$ cat config.mk
export PLATFORM = sky130hd
export DESIGN_NAME = wdw_top
export DESIGN_NICKNAME = d
export VERILOG_FILES = /design/src/wdw_pkg.sv /design/src/wdw_count.sv /design/src/wdw_top.sv
export SDC_FILE = /design/constraint.sdc
export NUM_CORES = 1
export LEC_CHECK = 0
export BUFFER_PORTS_ARGS = -buffer_cell sky130_fd_sc_hd__buf_2
export CORE_UTILIZATION = 50
export DETAILED_ROUTE_END_ITERATION = 10
export PLACE_DENSITY_LB_ADDON = 0.12
export SLEW_MARGIN = 20
export SYNTH_ARGS = -nofsm -noshare
export SYNTH_HDL_FRONTEND = slang
export SYNTH_SLANG_ARGS = --single-unit
$ cat constraint.sdc
create_clock -name CLOCK -period 5.3 [get_ports CLOCK]
set_input_delay 0.265 -clock CLOCK [delete_from_list [all_inputs] [get_ports CLOCK]]
set_output_delay 0.265 -clock CLOCK [all_outputs]
set_load 0.01 [all_outputs]
$ cat src/wdw_pkg.sv
// package of the windowed watchdog: register map, field layout, timing
// assumes a 32-bit avalon-mm slave, byte addresses, one word per register
package wdw_pkg;

  // clock and oscillator timing
  localparam int unsigned CLK_FREQ_HZ   = 200_000_000;
  localparam int unsigned LOW_POWER_RC_OSC_FREQ_HZ  = 32_000;
  localparam int unsigned LOW_POWER_RC_OSC_DIV_CYC  = CLK_FREQ_HZ / LOW_POWER_RC_OSC_FREQ_HZ;
  localparam int unsigned PRE_SHORT_MS  = 1;   // nominal, divide by 32
  localparam int unsigned PRE_LONG_MS   = 4;   // nominal, divide by 128
  localparam int unsigned PRE_SHORT_DIV =
    (PRE_SHORT_MS * LOW_POWER_RC_OSC_FREQ_HZ) / 1000;
  localparam int unsigned PRE_LONG_DIV  =
    (PRE_LONG_MS * LOW_POWER_RC_OSC_FREQ_HZ) / 1000;
  localparam int unsigned PRE_SHORT_LOG = 5;
  localparam int unsigned PRE_LONG_LOG  = 7;

  // bus geometry
  localparam int unsigned ADDR_W = 8;
  localparam int unsigned DATA_W = 32;

  // register offsets
  localparam logic [7:0] OFS_CONFIG = 8'h00;
  localparam logic [7:0] OFS_RCTRL  = 8'h04;
  localparam logic [7:0] OFS_STATUS = 8'h08;
  localparam logic [7:0] OFS_MASK   = 8'h0C;
  localparam logic [7:0] OFS_CMD    = 8'h10;
  localparam logic [7:0] OFS_STATE  = 8'h14;

  // configuration word fields
  localparam int unsigned CFG_POST_LSB = 0;
  localparam int unsigned CFG_POST_W   = 4;
  localparam int unsigned CFG_PRE_BIT  = 4;
  localparam int unsigned CFG_PLLK_BIT = 5;
  localparam int unsigned CFG_WDIS_BIT = 6;
  localparam int unsigned CFG_HWEN_BIT = 7;
  localparam logic [7:0]  CFG_RESET    = 8'h7F;

  // reset control register fields
  localparam int unsigned RC_IDLE_BIT  = 2;
  localparam int unsigned RC_SLEEP_BIT = 3;
  localparam int unsigned RC_TO_BIT    = 4;
  localparam int unsigned RC_SWEN_BIT  = 5;

  // interrupt status and mask fields
  localparam int unsigned ST_W       = 3;
  localparam int unsigned ST_TIMEOUT = 0;
  localparam int unsigned ST_EARLY   = 1;
  localparam int unsigned ST_WAKE    = 2;

  // command register fields
  localparam int unsigned CMD_CLR   = 0;
  localparam int unsigned CMD_SLEEP = 1;
  localparam int unsigned CMD_IDLE  = 2;

  // state register fields and configuration word width
  localparam int unsigned CFG_W          = 8;
  localparam int unsigned STATE_MODE_LSB = 0;
  localparam int unsigned STATE_MODE_W   = 2;
  localparam int unsigned STATE_WIN_BIT  = 2;
  localparam int unsigned STATE_ON_BIT   = 3;

  // counter geometry: 128 * 32768 oscillator ticks at most
  localparam int unsigned CNT_W = 23;

  typedef enum logic [1:0] {
    WDW_RUN   = 2'b00,
    WDW_SLEEP = 2'b01,
    WDW_IDLE  = 2'b10
  } wdw_mode_t;

  // oscillator ticks in one full watchdog period
  function automatic logic [CNT_W-1:0] wdw_period(
    input logic       pre_long,
    input logic [3:0] post
  );
    logic [CNT_W-1:0] base;
    base = pre_long ? CNT_W'(PRE_LONG_DIV) : CNT_W'(PRE_SHORT_DIV);
    return base << post;
  endfunction : wdw_period

endpackage : wdw_pkg

$ cat src/wdw_count.sv
// prescaler, postscaler and window detect of the watchdog
// assumes one oscillator tick pulse per low-power rc period
`timescale 1ns/10ps
module wdw_count
  import wdw_pkg::*;
(
  input  wire logic       clk,
  input  wire logic       rst,
  input  wire logic       clr,
  input  wire logic       run,
  input  wire logic       tick,
  input  wire logic       pre_long,
  input  wire logic [3:0] post,
  output logic            timeout_q,
  output logic            in_window_q
);

  logic [CNT_W-1:0] cnt_q;
  logic [CNT_W-1:0] period;
  logic [CNT_W-1:0] win_start;

  // full period and start of the final quarter
  always_comb begin
    period    = wdw_period(pre_long, post);
    win_start = period - (period >> 2);
  end

  // one count for prescaler and postscaler together
  always_ff @(posedge clk) begin
    if (rst || clr || !run) begin
      cnt_q <= '0;
    end else if (tick) begin
      if (cnt_q == period - CNT_W'(1)) begin
        cnt_q <= '0;
      end else begin
        cnt_q <= cnt_q + CNT_W'(1);
      end
    end
  end

  // time-out pulse on the last tick of the period
  always_ff @(posedge clk) begin
    if (rst || clr || !run) begin
      timeout_q <= 1'b0;
    end else begin
      timeout_q <= tick && (cnt_q == period - CNT_W'(1));
    end
  end

  // clear is allowed once the count reaches the final quarter
  always_ff @(posedge clk) begin
    if (rst || clr || !run) begin
      in_window_q <= 1'b0;
    end else begin
      in_window_q <= (cnt_q >= win_start);
    end
  end

endmodule : wdw_count

$ cat src/wdw_top.sv
// windowed watchdog with avalon-mm register access
// assumes CLOCK is the core clock; oscillator ticks are derived from it
//
// How it works
// - watchdog counts low-power oscillator; enabling starts it
// - prescale select one divides 128, zero 32
// - postscale code n gives ratio two to n
// - prescaler period about 1 ms or 4 ms
// - device reset or clock switch clears counters
// - power-save entry and exit clear counters
// - clear instruction resets counter and scalers
// - keeps counting asleep; time-out wakes core
// - time-out flag set and held until cleared
// - hardware enable forces watchdog and oscillator on
// - software enable bit controls otherwise; reset clears
// - window mode: early clear causes watchdog reset
//
// The implementer's own choices: the register addresses and the Avalon-MM interface to the registers.
`timescale 1ns/10ps
module wdw_top
  import wdw_pkg::*;
#(
  parameter int unsigned   OSC_DIV    = LOW_POWER_RC_OSC_DIV_CYC,
  parameter logic [7:0]    CFG_INIT   = CFG_RESET
) (
  input  wire logic                      CLOCK,
  input  wire logic                      SYS_RST,
  input  wire logic [wdw_pkg::ADDR_W-1:0] AVS_ADDRESS,
  input  wire logic                      AVS_READ,
  input  wire logic                      AVS_WRITE,
  input  wire logic [wdw_pkg::DATA_W-1:0] AVS_WRITEDATA,
  output logic      [wdw_pkg::DATA_W-1:0] AVS_READDATA,
  output logic                           AVS_WAITREQUEST,
  input  wire logic                      CLK_SWITCH_DONE,
  input  wire logic                      WAKE_REQ,
  output logic                           OSC_ENABLE,
  output logic                           WDOG_RESET,
  output logic                           CORE_WAKE,
  output logic                           IRQ
);

  import wdw_pkg::*;

  // refuse settings the divider cannot serve
  if (OSC_DIV < 2) begin : g_chk_div
    $error("OSC_DIV must be at least 2");
  end

  localparam int unsigned DIV_W = $clog2(OSC_DIV);

  logic [7:0]       cfg_q;
  logic             sw_en_q;
  logic             sleep_flag_q;
  logic             idle_flag_q;
  logic             to_flag_q;
  logic [ST_W-1:0]  status_q;
  logic [ST_W-1:0]  mask_q;
  wdw_mode_t        mode_q;
  logic [DIV_W-1:0] div_q;
  logic             tick_q;
  logic             wd_rst_q;
  logic             wake_q;
  logic             wait_q;
  logic [DATA_W-1:0] rdata_q;
  logic             irq_q;

  logic             hw_en;
  logic             wd_on;
  logic             pre_long;
  logic [3:0]       post;
  logic             win_dis;
  logic             acc;
  logic             wr_cfg;
  logic             wr_rc;
  logic             wr_st;
  logic             wr_mask;
  logic             wr_cmd;
  logic             cmd_clr;
  logic             cmd_sleep;
  logic             cmd_idle;
  logic             in_run;
  logic             early_clr;
  logic             good_clr;
  logic             enter_ps;
  logic             exit_ps;
  logic             timeout;
  logic             in_window;
  logic             run_to;
  logic             ps_to;
  logic             dev_rst;
  logic             cnt_clr;
  logic [ST_W-1:0]  st_set;

  // configuration fields
  assign hw_en    = cfg_q[CFG_HWEN_BIT];
  assign pre_long = cfg_q[CFG_PRE_BIT];
  assign post     = cfg_q[CFG_POST_LSB +: CFG_POST_W];
  assign win_dis  = cfg_q[CFG_WDIS_BIT];
  assign wd_on    = hw_en || sw_en_q;

  // bus request taken at the edge where waitrequest is low
  assign acc     = !wait_q;
  assign wr_cfg  = acc && AVS_WRITE && (AVS_ADDRESS == OFS_CONFIG);
  assign wr_rc   = acc && AVS_WRITE && (AVS_ADDRESS == OFS_RCTRL);
  assign wr_st   = acc && AVS_WRITE && (AVS_ADDRESS == OFS_STATUS);
  assign wr_mask = acc && AVS_WRITE && (AVS_ADDRESS == OFS_MASK);
  assign wr_cmd  = acc && AVS_WRITE && (AVS_ADDRESS == OFS_CMD);

  // commands standing for the core's instructions
  assign in_run    = (mode_q == WDW_RUN);
  assign cmd_clr   = wr_cmd && AVS_WRITEDATA[CMD_CLR] && in_run;
  assign cmd_sleep = wr_cmd && AVS_WRITEDATA[CMD_SLEEP] && in_run;
  assign cmd_idle  = wr_cmd && AVS_WRITEDATA[CMD_IDLE] && in_run
                     && !AVS_WRITEDATA[CMD_SLEEP];
  assign enter_ps  = cmd_sleep || cmd_idle;

  // window check on the clear instruction
  assign early_clr = cmd_clr && wd_on && !win_dis && !in_window;
  assign good_clr  = cmd_clr && !early_clr;

  // time-out split by power mode
  assign run_to  = timeout && in_run;
  assign ps_to   = timeout && !in_run;
  assign exit_ps = !in_run && (ps_to || WAKE_REQ);
  assign dev_rst = SYS_RST || wd_rst_q;

  // every event that restarts the count
  assign cnt_clr = dev_rst || CLK_SWITCH_DONE
                   || enter_ps || exit_ps
                   || good_clr;

  // hardware events for the sticky status
  always_comb begin
    st_set             = '0;
    st_set[ST_TIMEOUT] = timeout;
    st_set[ST_EARLY]   = early_clr;
    st_set[ST_WAKE]    = ps_to;
  end

  // configuration word, software written
  always_ff @(posedge CLOCK) begin
    if (SYS_RST) begin
      cfg_q <= CFG_INIT;
    end else if (wr_cfg) begin
      cfg_q <= AVS_WRITEDATA[CFG_W-1:0];
    end
  end

  // software enable, cleared by every device reset
  always_ff @(posedge CLOCK) begin
    if (dev_rst) begin
      sw_en_q <= 1'b0;
    end else if (wr_rc) begin
      sw_en_q <= AVS_WRITEDATA[RC_SWEN_BIT];
    end
  end

  // time-out flag: set wins, only software clears
  always_ff @(posedge CLOCK) begin
    if (SYS_RST) begin
      to_flag_q <= 1'b0;
    end else if (timeout) begin
      to_flag_q <= 1'b1;
    end else if (wr_rc) begin
      to_flag_q <= to_flag_q && AVS_WRITEDATA[RC_TO_BIT];
    end
  end

  // sleep and idle flags: hardware sets, software clears
  always_ff @(posedge CLOCK) begin
    if (SYS_RST) begin
      sleep_flag_q <= 1'b0;
      idle_flag_q  <= 1'b0;
    end else begin
      if (cmd_sleep) begin
        sleep_flag_q <= 1'b1;
      end else if (wr_rc) begin
        sleep_flag_q <= sleep_flag_q && AVS_WRITEDATA[RC_SLEEP_BIT];
      end
      if (cmd_idle) begin
        idle_flag_q <= 1'b1;
      end else if (wr_rc) begin
        idle_flag_q <= idle_flag_q && AVS_WRITEDATA[RC_IDLE_BIT];
      end
    end
  end

  // power mode: entered by command, left on wake
  always_ff @(posedge CLOCK) begin
    if (dev_rst) begin
      mode_q <= WDW_RUN;
    end else begin
      case (mode_q)
        WDW_RUN: begin
          if (cmd_sleep) begin
            mode_q <= WDW_SLEEP;
          end else if (cmd_idle) begin
            mode_q <= WDW_IDLE;
          end
        end
        WDW_SLEEP, WDW_IDLE: begin
          if (exit_ps) begin
            mode_q <= WDW_RUN;
          end
        end
        default: mode_q <= WDW_RUN;
      endcase
    end
  end

  // low-power oscillator model: one tick per rc period
  always_ff @(posedge CLOCK) begin
    if (SYS_RST || !wd_on) begin
      div_q  <= '0;
      tick_q <= 1'b0;
    end else if (div_q == DIV_W'(OSC_DIV - 1)) begin
      div_q  <= '0;
      tick_q <= 1'b1;
    end else begin
      div_q  <= div_q + DIV_W'(1);
      tick_q <= 1'b0;
    end
  end

  // oscillator runs whenever the watchdog is on
  always_ff @(posedge CLOCK) begin
    if (SYS_RST) begin
      OSC_ENABLE <= 1'b0;
    end else begin
      OSC_ENABLE <= wd_on;
    end
  end

  // prescaler, postscaler and window
  wdw_count u_count (
    .clk         (CLOCK),
    .rst         (SYS_RST),
    .clr         (cnt_clr),
    .run         (wd_on),
    .tick        (tick_q),
    .pre_long    (pre_long),
    .post        (post),
    .timeout_q   (timeout),
    .in_window_q (in_window)
  );

  // watchdog reset pulse on running time-out or early clear
  always_ff @(posedge CLOCK) begin
    if (SYS_RST) begin
      wd_rst_q <= 1'b0;
    end else begin
      wd_rst_q <= run_to || early_clr;
    end
  end

  // wake pulse when a time-out ends power save
  always_ff @(posedge CLOCK) begin
    if (SYS_RST) begin
      wake_q <= 1'b0;
    end else begin
      wake_q <= ps_to;
    end
  end

  assign WDOG_RESET = wd_rst_q;
  assign CORE_WAKE  = wake_q;

  // sticky status, write one to clear, set wins
  always_ff @(posedge CLOCK) begin
    if (SYS_RST) begin
      status_q <= '0;
    end else if (wr_st) begin
      status_q <= (status_q & ~AVS_WRITEDATA[ST_W-1:0]) | st_set;
    end else begin
      status_q <= status_q | st_set;
    end
  end

  // interrupt mask
  always_ff @(posedge CLOCK) begin
    if (SYS_RST) begin
      mask_q <= '0;
    end else if (wr_mask) begin
      mask_q <= AVS_WRITEDATA[ST_W-1:0];
    end
  end

  // level interrupt from unmasked status
  always_ff @(posedge CLOCK) begin
    if (SYS_RST) begin
      irq_q <= 1'b0;
    end else begin
      irq_q <= |(status_q & mask_q);
    end
  end

  assign IRQ = irq_q;

  // waitrequest drops for one cycle per request
  always_ff @(posedge CLOCK) begin
    if (SYS_RST) begin
      wait_q <= 1'b1;
    end else begin
      wait_q <= !((AVS_READ || AVS_WRITE) && wait_q);
    end
  end

  assign AVS_WAITREQUEST = wait_q;

  // read data captured as waitrequest drops
  always_ff @(posedge CLOCK) begin
    if (SYS_RST) begin
      rdata_q <= '0;
    end else if (AVS_READ && wait_q) begin
      rdata_q <= '0;
      case (AVS_ADDRESS)
        OFS_CONFIG: rdata_q[CFG_W-1:0] <= cfg_q;
        OFS_RCTRL: begin
          rdata_q[RC_IDLE_BIT]  <= idle_flag_q;
          rdata_q[RC_SLEEP_BIT] <= sleep_flag_q;
          rdata_q[RC_TO_BIT]    <= to_flag_q;
          rdata_q[RC_SWEN_BIT]  <= sw_en_q;
        end
        OFS_STATUS: rdata_q[ST_W-1:0] <= status_q;
        OFS_MASK:   rdata_q[ST_W-1:0] <= mask_q;
        OFS_STATE: begin
          rdata_q[STATE_MODE_LSB +: STATE_MODE_W] <= mode_q;
          rdata_q[STATE_WIN_BIT] <= in_window;
          rdata_q[STATE_ON_BIT]  <= wd_on;
        end
        default: rdata_q <= '0;                      // unmapped reads zero
      endcase
    end
  end

  assign AVS_READDATA = rdata_q;

endmodule : wdw_top
After elaboration in Yosys (flattened, before gate mapping)
Cells that the tools add are included.

Shifts and indexed selects: 1. Reductions and logical operators: 56. Magnitude comparators: 1. Bitwise logic cells: 5. Eq/ne operators: 11. $add $sub $neg: 4. Mux-type cells: 19.

Operators by type and width (number): logical AND 1 bit (26); adder 23 x 1 -> 23 bit, second input constant (1); == test 23 bit (1); greater-or-equal comparator 23 bit (1); 2-to-1 mux 23 bit (1); << shifter 23 x 4 -> 23 bit (1); subtractor 23 x 1 -> 23 bit, second input constant (1); subtractor 23 x 21 -> 23 bit (1); == test 8 x 4 -> 1 bit, second input constant (2); == test 8 x 5 -> 1 bit, second input constant (2); adder 13 x 1 -> 13 bit, second input constant (1); == test 13 bit, second input constant (1); logical OR 1 bit (13); == test 8 x 3 -> 1 bit, second input constant (1); logical NOT 1 bit (8); logical NOT 8 bit (1); 2-to-1 mux 2 bit (4); 2-to-1 mux 8 bit (1); case mux 2 bit (2 select lines) (2); case mux 2 bit (4 select lines) (1); 2-to-1 mux 1 bit (7); AND 3 bit (2); OR 3 bit (2); nonzero test 2 bit (3); other kinds (12) (13).

Bits in registers: 72. Input bits: 46. Word-level logic and storage cells: 116.

Logic depth before layout (Yosys ltp)
Gate-level depths: netlist (run 1).

Word-level depth: 13. Mapped depth: 20.

Modules after synthesis
A second synthesis (run 1) with hierarchy kept.

Cell total of the unflattened synthesis: 698. Area, all modules: 5630.4 um^2.

Modules (own cells, without submodules): wdw_count (area an instance 3278.1 um^2, cells an instance 432, instances 1, sequential area each 500.5 um^2); wdw_top (area an instance 2352.3 um^2, cells an instance 266, instances 1, sequential area each 940.9 um^2).

Least setup slack after synthesis (run 1)
Ideal clock, no wire load.

Kind: flip-flop to flip-flop. Start point: register cfg_q[2]. End point: register u_count.in_window_q. Path buffers: 2. Required time: 5.225 ns. Path slack: 1.579 ns. Setup time: 0.075 ns. Stages on the path, launching flop included: 20. Period minus slack after synthesis: 3.721 ns. Data arrival time: 3.646 ns. Cell sequence: dfxtp_1 > buf_2 > buf_2 > nand3_1 > o22ai_1 > nor2b_1 > inv_1 > ha_1 > a21oi_1 > o221ai_1 > a21o_1 > o21ai_0 > o21ai_0 > a211oi_1 > xor2_1 > ha_1 > nand4_1 > nor4_1 > a21oi_1 > a31oi_1.

Word-level cells in the longest chain between the ends: 3.

RTL lines: from (decl) (line wdw_top.sv:51) `logic [7:0] cfg_q;`; from (signal assigned) (line wdw_top.sv:145) `cfg_q <= AVS_WRITEDATA[CFG_W-1:0];`; << shifter 23 x 4 -> 23 bit (line wdw_pkg.sv:79) `return base << post;`; subtractor 23 x 21 -> 23 bit (line wdw_count.sv:25) `win_start = period - (period >> 2);`; greater-or-equal comparator 23 bit (line wdw_count.sv:55) `in_window_q <= (cnt_q >= win_start);`; to (signal assigned) (line wdw_count.sv:55); to (decl) (line wdw_count.sv:15) `output logic in_window_q`.

Every way passes these cells. A chain may end at the register's enable or synchronous reset.

Final worst setup path (run 1)
Start point: register cfg_q[1]. End point: register u_count.in_window_q.

Same word-level chain as after synthesis.

==> out/summary.txt, run 1 <==
crit end category - flip-flop
final worst slack - 0.635 ns
initial DRC count - 264
switch share - 24.2%
actual slew at the worst max-slew pin - 0.815 ns
largest net degree at the start of global routing - 31
port bufs - 34
synthesized-area fraction occupied by adder cells - 9.81%
Total Nets Final - 811
htree depth - 3
io pins - 83
Min-Delay Path Class - input pin to flip-flop
clk slew on worst S/H paths - 0.08 ns
area of the core region - 10500 um2
Synth top area share - 26.4%
Synth Area in XOR/XNOR - 10.0%
final hold violation count - 0
Crit path buffers/inverters - 0
Post-CTS Resized - 0
Final Max Tran Viols - 0
gr usage total - 23.6%
first-pass GRT wire length - 21200 um
most used cell, CP - o21ai_0
drt drc - 0
Sequential Power Share - 53.3%
Post-Route Skew - 0.0112 ns
initial core utilization - 52.2%
VDD IR max - 0.130 mV
Mapped Cells - 701
clock latency on the worst-skew pair - 0.35 ns
startpoint class of the critical path - flip-flop
fmax - 214 MHz
Util after Layout - 55.5%
Cell Pwr Density - 176 nW/um2
P_leak - 2.48 nW
grt total ovfl - 0
Synth Register Bits - 72
post-synthesis sequential area ratio - 26.4%
CP delay by family, top - compound AO/OA/AOI/OAI gates
Syn Area/Cell - 7.79 um2
n_diodes - 0
Detail Placement HPWL - 10100 um
critical path data arrival time - 4.94 ns
Post-Route WL - 13100 um
setup TNS - 0 ns
Yosys warnings - 0
Final setup violation count - 0
number of synthesized flops with an enable pin - 0
largest family of logic cells by synthesized area - simple AND/OR/NAND/NOR gates
Synth Cell Area - 5460 um2
CP max-delay cell - dfxtp_1
Final period util - 88.0%
DR vias - 4915
fillers - 1048
Max clock buf depth - 2
Hold-fix buffers, CTS - 0
WL per Instance - 15.2 um
vias per inst - 5.69
pre-CTS setup slack - 0.741 ns
Root Driver - clkbuf_8
vias in the first global route - 4437
Post-synth ARST share - 0%
Core Rows - 37
Crit Path Class - flip-flop to flip-flop
slew margin rel. - 45.7%
Die ar. - 11300 um2
initial antenna violation count - 0
ys flop type - dfxtp_1
combinational power share - 4.4%
synth unique cells - 69
first-pass iteration count of the detailed router - 6
worst-path cell chain - xor2_1 > and2_1 > nand2_1 > ha_1 > a21oi_1 > o221a_2 > nor4_1 > o21ai_0 > o21ai_0 > o21ai_0 > xor2_1 > ha_1 > nand4_1 > nor4_1 > a21oi_1 > a31oi_1
Layout area overhead - 6.33%
Pint - 772 uW
number of buffers created by CTS - 9
height of the die - 106 um
Detail Route Antenna Nets - 0
RePlAce Congestion - 0.858
status - completed
dominant cells by area after synthesis - dfxtp_1, ha_1, nor2_1
simple-gate share of the synthesized area - 27.3%
mux contribution to synthesized area - 1.65%
Compound-Gate Fraction of Synth Area - 16.3%
share of cells above drive strength 1 - 9.07%
WP data required - 5.57 ns
CP max FO - 21
slowest stage delay, CP - 0.80 ns
Net Sw Power - 247 uW
CTS tree - done
Post-CTS Setup Bufs - 0
Max-Cap Viols - 0
Die W - 106 um
cell taking the most area after synthesis - dfxtp_1
RSZ-0062 raised after global routing - false
clock sink count - 72
Final min period - 4.67 ns
Clock power frac - 42.3%
==> placed cells by master (no fill, tap or decap), types with 4 or more instances in the layout <==
| master | count |
|---|---|
| clkbuf_8 | 9 |
| nor2_1 | 76 |
| nand2b_1 | 8 |
| nand2_1 | 66 |
| buf_4 | 4 |
| a211oi_1 | 4 |
| xor2_1 | 31 |
| mux2i_1 | 9 |
| a21o_1 | 12 |
| ha_1 | 42 |
| o211ai_1 | 9 |
| nand4_1 | 15 |
| and3_1 | 10 |
| nand3_1 | 40 |
| inv_1 | 40 |
| nor3_1 | 17 |
| nor2b_1 | 15 |
| o21bai_1 | 5 |
| dfxtp_1 | 72 |
| conb_1 | 24 |
| a21oi_1 | 39 |
| and2_1 | 10 |
| o21ai_0 | 22 |
| nor4_1 | 6 |
| nand3b_1 | 4 |
| buf_2 | 34 |
| a31oi_1 | 5 |
| and4_1 | 5 |
| xnor2_1 | 29 |
| a22oi_1 | 5 |
==> sequential cells by signal (all words and copies together) (netlist names) <==
name,flops
idle_flag_q,1
mask_q,3
cfg_q,8
CORE_WAKE,1
status_q,3
u_count.in_window_q,1
to_flag_q,1
u_count.timeout_q,1
u_count.cnt_q,23
sw_en_q,1
tick_q,1
div_q,13
mode_q,2
AVS_WAITREQUEST,1
sleep_flag_q,1
IRQ,1
WDOG_RESET,1
OSC_ENABLE,1
AVS_READDATA,8
==> worst reg2reg max path, delay by kind of cell, from the launching register on <==
kind	cells	cell delay [ns]
AOI/OAI and AO/OA	7	1.38
xor gates and xnor gates	2	0.58
adders and majority gates	2	0.68
DFF	1	0.80
and+or+nand+nor	5	1.14
==> through the flow <==
stage               power [mW]  instances  hold slack [ns]  area [um2]
floorplan                0.597        724            0.381        5550
global placement         0.599        848            0.430        5610
detailed placement       0.600        848            0.443        5610
CTS                       1.03        864            0.118        5800
global route              1.06        864            0.115        5800
finish                    1.02        864            0.133        5800
==> Yosys cell counts, types with 10 or more instances <==
master	instances
nor2_1	76
dfxtp_1	72
nand2_1	66
ha_1	42
inv_1	40
nand3_1	40
a21oi_1	39
xor2_1	31
xnor2_1	29
buf_4	25
o21ai_0	22
nor3_1	17
clkbuf_1	15
nand4_1	15
nor2b_1	15
a21o_1	12
and2_1	10
and3_1	10
==> power by group through the flow <==
stage | combinational, mW | sequential (mW) | clock [mW]
CTS | 0.0438 | 0.543 | 0.440
finish | 0.0445 | 0.543 | 0.431
detailed placement | 0.0437 | 0.556 | 0
global route | 0.0488 | 0.544 | 0.466
floorplan | 0.0400 | 0.557 | 0
global placement | 0.0432 | 0.556 | 0
==> path summary, 6_finish.rpt <==
| kind | start | end | slack, ns | depth (start not counted) |
|---|---|---|---|---|
| setup / recovery | cfg_q[1] | u_count.in_window_q | 0.63 | 16 |
| hold / removal | AVS_READ | AVS_WAITREQUEST | 0.13 | 2 |
| setup reg to reg | cfg_q[1] | u_count.in_window_q | 0.63 | 16 |
| hold reg to reg | AVS_READDATA[6] | AVS_READDATA[6] | 0.46 | 2 |
==> logic make-up after synthesis <==
group / count (synthesis)
and+or+nand+nor: 293
AOI/OAI and AO/OA: 130
buffers and inverters: 92
DFF: 72
xor gates and xnor gates: 61
adders and majority gates: 43
muxes: 9
other: 1
==> cell type report <==
class	instances	area (um2)	area share (%)
Clock buffer	9	124	2.13
Clock inverter	7	70.1	1.21
Inverter	42	158	2.72
Multi-Input combinational cell	560	3640	62.7
Sequential cell	72	1440	24.8
Tap cell	136	170	2.93
Timing Repair Buffer	38	200	3.45
==> per-layer routing <==
layer	vias to the layer above	wire, um	track usage [%]
li1	2474	-	-
met4	0	257	7.63
met2	123	6270	40.6
met5	-	0	0
met1	2303	6080	29.9
met3	15	545	4.05
Power figures use the tool's default switching activity.
==> run 2: changes to the inputs <==
--- a/config.mk
+++ b/config.mk
@@ -5,9 +5,9 @@
 export SDC_FILE = /design/constraint.sdc
 export NUM_CORES = 1
 export LEC_CHECK = 0
-export BUFFER_PORTS_ARGS = -buffer_cell sky130_fd_sc_hd__buf_2
 export CORE_UTILIZATION = 50
 export DETAILED_ROUTE_END_ITERATION = 10
+export DONT_BUFFER_PORTS = 1
 export PLACE_DENSITY_LB_ADDON = 0.12
 export SLEW_MARGIN = 20
 export SYNTH_ARGS = -nofsm -noshare
==> out/summary.txt, run 2 (synthesis gave the netlist of run 1 again) <==
VDD IR max - 0.259 mV
Final min period - 4.68 ns
status - completed
WL per Instance - 15.9 um
Total Nets Final - 779
Cell Pwr Density - 185 nW/um2
R2R depth - 16
Post-Route WL - 13200 um
drt drc - 0
Detail Route Antenna Nets - 0
first-pass iteration count of the detailed router - 5
htree depth - 3
Die W - 106 um
clock latency on the worst-skew pair - 0.35 ns
n_diodes - 0
initial antenna violation count - 0
area post-placement - 5440 um2
startpoint class of the critical path - flip-flop
height of the die - 106 um
clk slew on worst S/H paths - 0.08 ns
Post-Route Skew - 0.0123 ns
Final period util - 88.2%
Detail Placement HPWL - 9980 um
hold depth - 1
area of the core region - 10500 um2
Root Driver - clkbuf_8
Max clock buf depth - 2
WP data required - 5.56 ns
RSZ-0062 raised after global routing - false
Crit Path Class - flip-flop to flip-flop
largest registers - u_count.cnt_q (23), div_q (13)
Final setup violation count - 0
first-pass GRT wire length - 22000 um
initial DRC count - 322
io pins - 83
RePlAce Congestion - 0.854
Die ar. - 11300 um2
pre-CTS setup slack - 0.705 ns
crit end category - flip-flop
setup TNS - 0 ns
slew margin rel. - 41.8%
largest net degree at the start of global routing - 24
Largest register FFs - 23
number of buffers created by CTS - 9
final worst slack - 0.623 ns
initial core utilization - 52.2%
DR vias - 4741
grt total ovfl - 0
vias in the first global route - 4422
Final Max Tran Viols - 0
port bufs - 0
WHS - 0.0189 ns
Design Area, Final - 5670 um2
share of cells above drive strength 1 - 4.46%
Core Rows - 37
Max-Cap Viols - 0
final hold violation count - 0
vias per inst - 5.71
most frequent cells in the layout - nor2_1, dfxtp_1, nand2_1, ha_1
CTS tree - done
gr usage total - 24.5%
critical path data arrival time - 4.94 ns
largest reg by FF count - u_count.cnt_q
P_leak - 2.35 nW
CP max FO - 17
Layout area overhead - 3.90%
fillers - 1032
most common cell after layout, fill and taps aside - nor2_1
Util after Layout - 54.2%
clock sink count - 72
Min-Delay Path Class - input pin to flip-flop
fmax - 214 MHz
actual slew at the worst max-slew pin - 0.870 ns
==> run 2: final cells by class <==
cell class / instances / area (um2) / share of cell area [%]
clock inverters: 5 / 82.6 / 1.46
inverters: 42 / 158 / 2.78
repair buffers: 6 / 50.0 / 0.882
multi-input cells: 560 / 3640 / 64.2
clock buffers: 10 / 128 / 2.25
well taps: 136 / 170 / 3.00
flip-flops and latches: 72 / 1440 / 25.4
==> run 2: metrics by stage <==
| step | power, mW | std cells |
|---|---|---|
| final | 1.05 | 831 |
| after global routing | 1.09 | 831 |
| after CTS | 1.06 | 830 |
| after detailed placement | 0.582 | 814 |
| after global placement | 0.582 | 814 |
| after floorplan | 0.597 | 724 |
==> run 2: timing repair <==
action | CTS | global route
hold endpoints to repair | 23 | 1
buffers inserted | 0 | 0
endpoints found under the setup margin | 0 | 1
hold buffers | 1 | 1
resized for setup | 0 | 1
==> run 2: final timing paths <==
path	start	to	slack, ns
worst min-delay path	SYS_RST	OSC_ENABLE	0.02
worst max register to register	cfg_q[2]	u_count.in_window_q	0.62
worst min register to register	sleep_flag_q	AVS_READDATA[3]	0.47
worst max-delay path	cfg_q[2]	u_count.in_window_q	0.62
==> run 2: power breakdown <==
part / internal (mW) / switching [mW] / leakage [nW]
Clock: 0.264 / 0.213 / 0.106
Sequential: 0.542 / 0.00244 / 0.580
Combinational: 0.00780 / 0.0212 / 1.66
Total: 0.813 / 0.237 / 2.35
==> run 2: metal layers <==
layer	track usage [%]	vias to the layer above	part of all wire, %
li1	-	2400	-
met1	31.5	2223	46
met2	41.8	105	48
met3	5.64	13	4.9
met4	4.99	0	1.0
met5	0	-	0
==> run 2: critical path, stage by stage (launching register included) <==
cell and delay [ns]:
dfxtp_1 0.48, buf_4 0.26, nor4_4 0.35, nand2b_1 0.18
ha_1 0.45, a21o_1 0.26, a21oi_1 0.21, o21ai_0 0.11
a21oi_1 0.41, o211a_1 0.29, nor4b_1 0.07, a311oi_1 0.44
ha_1 0.19, nand4_1 0.14, nor4_1 0.37, a21oi_1 0.14
a31oi_1 0.21
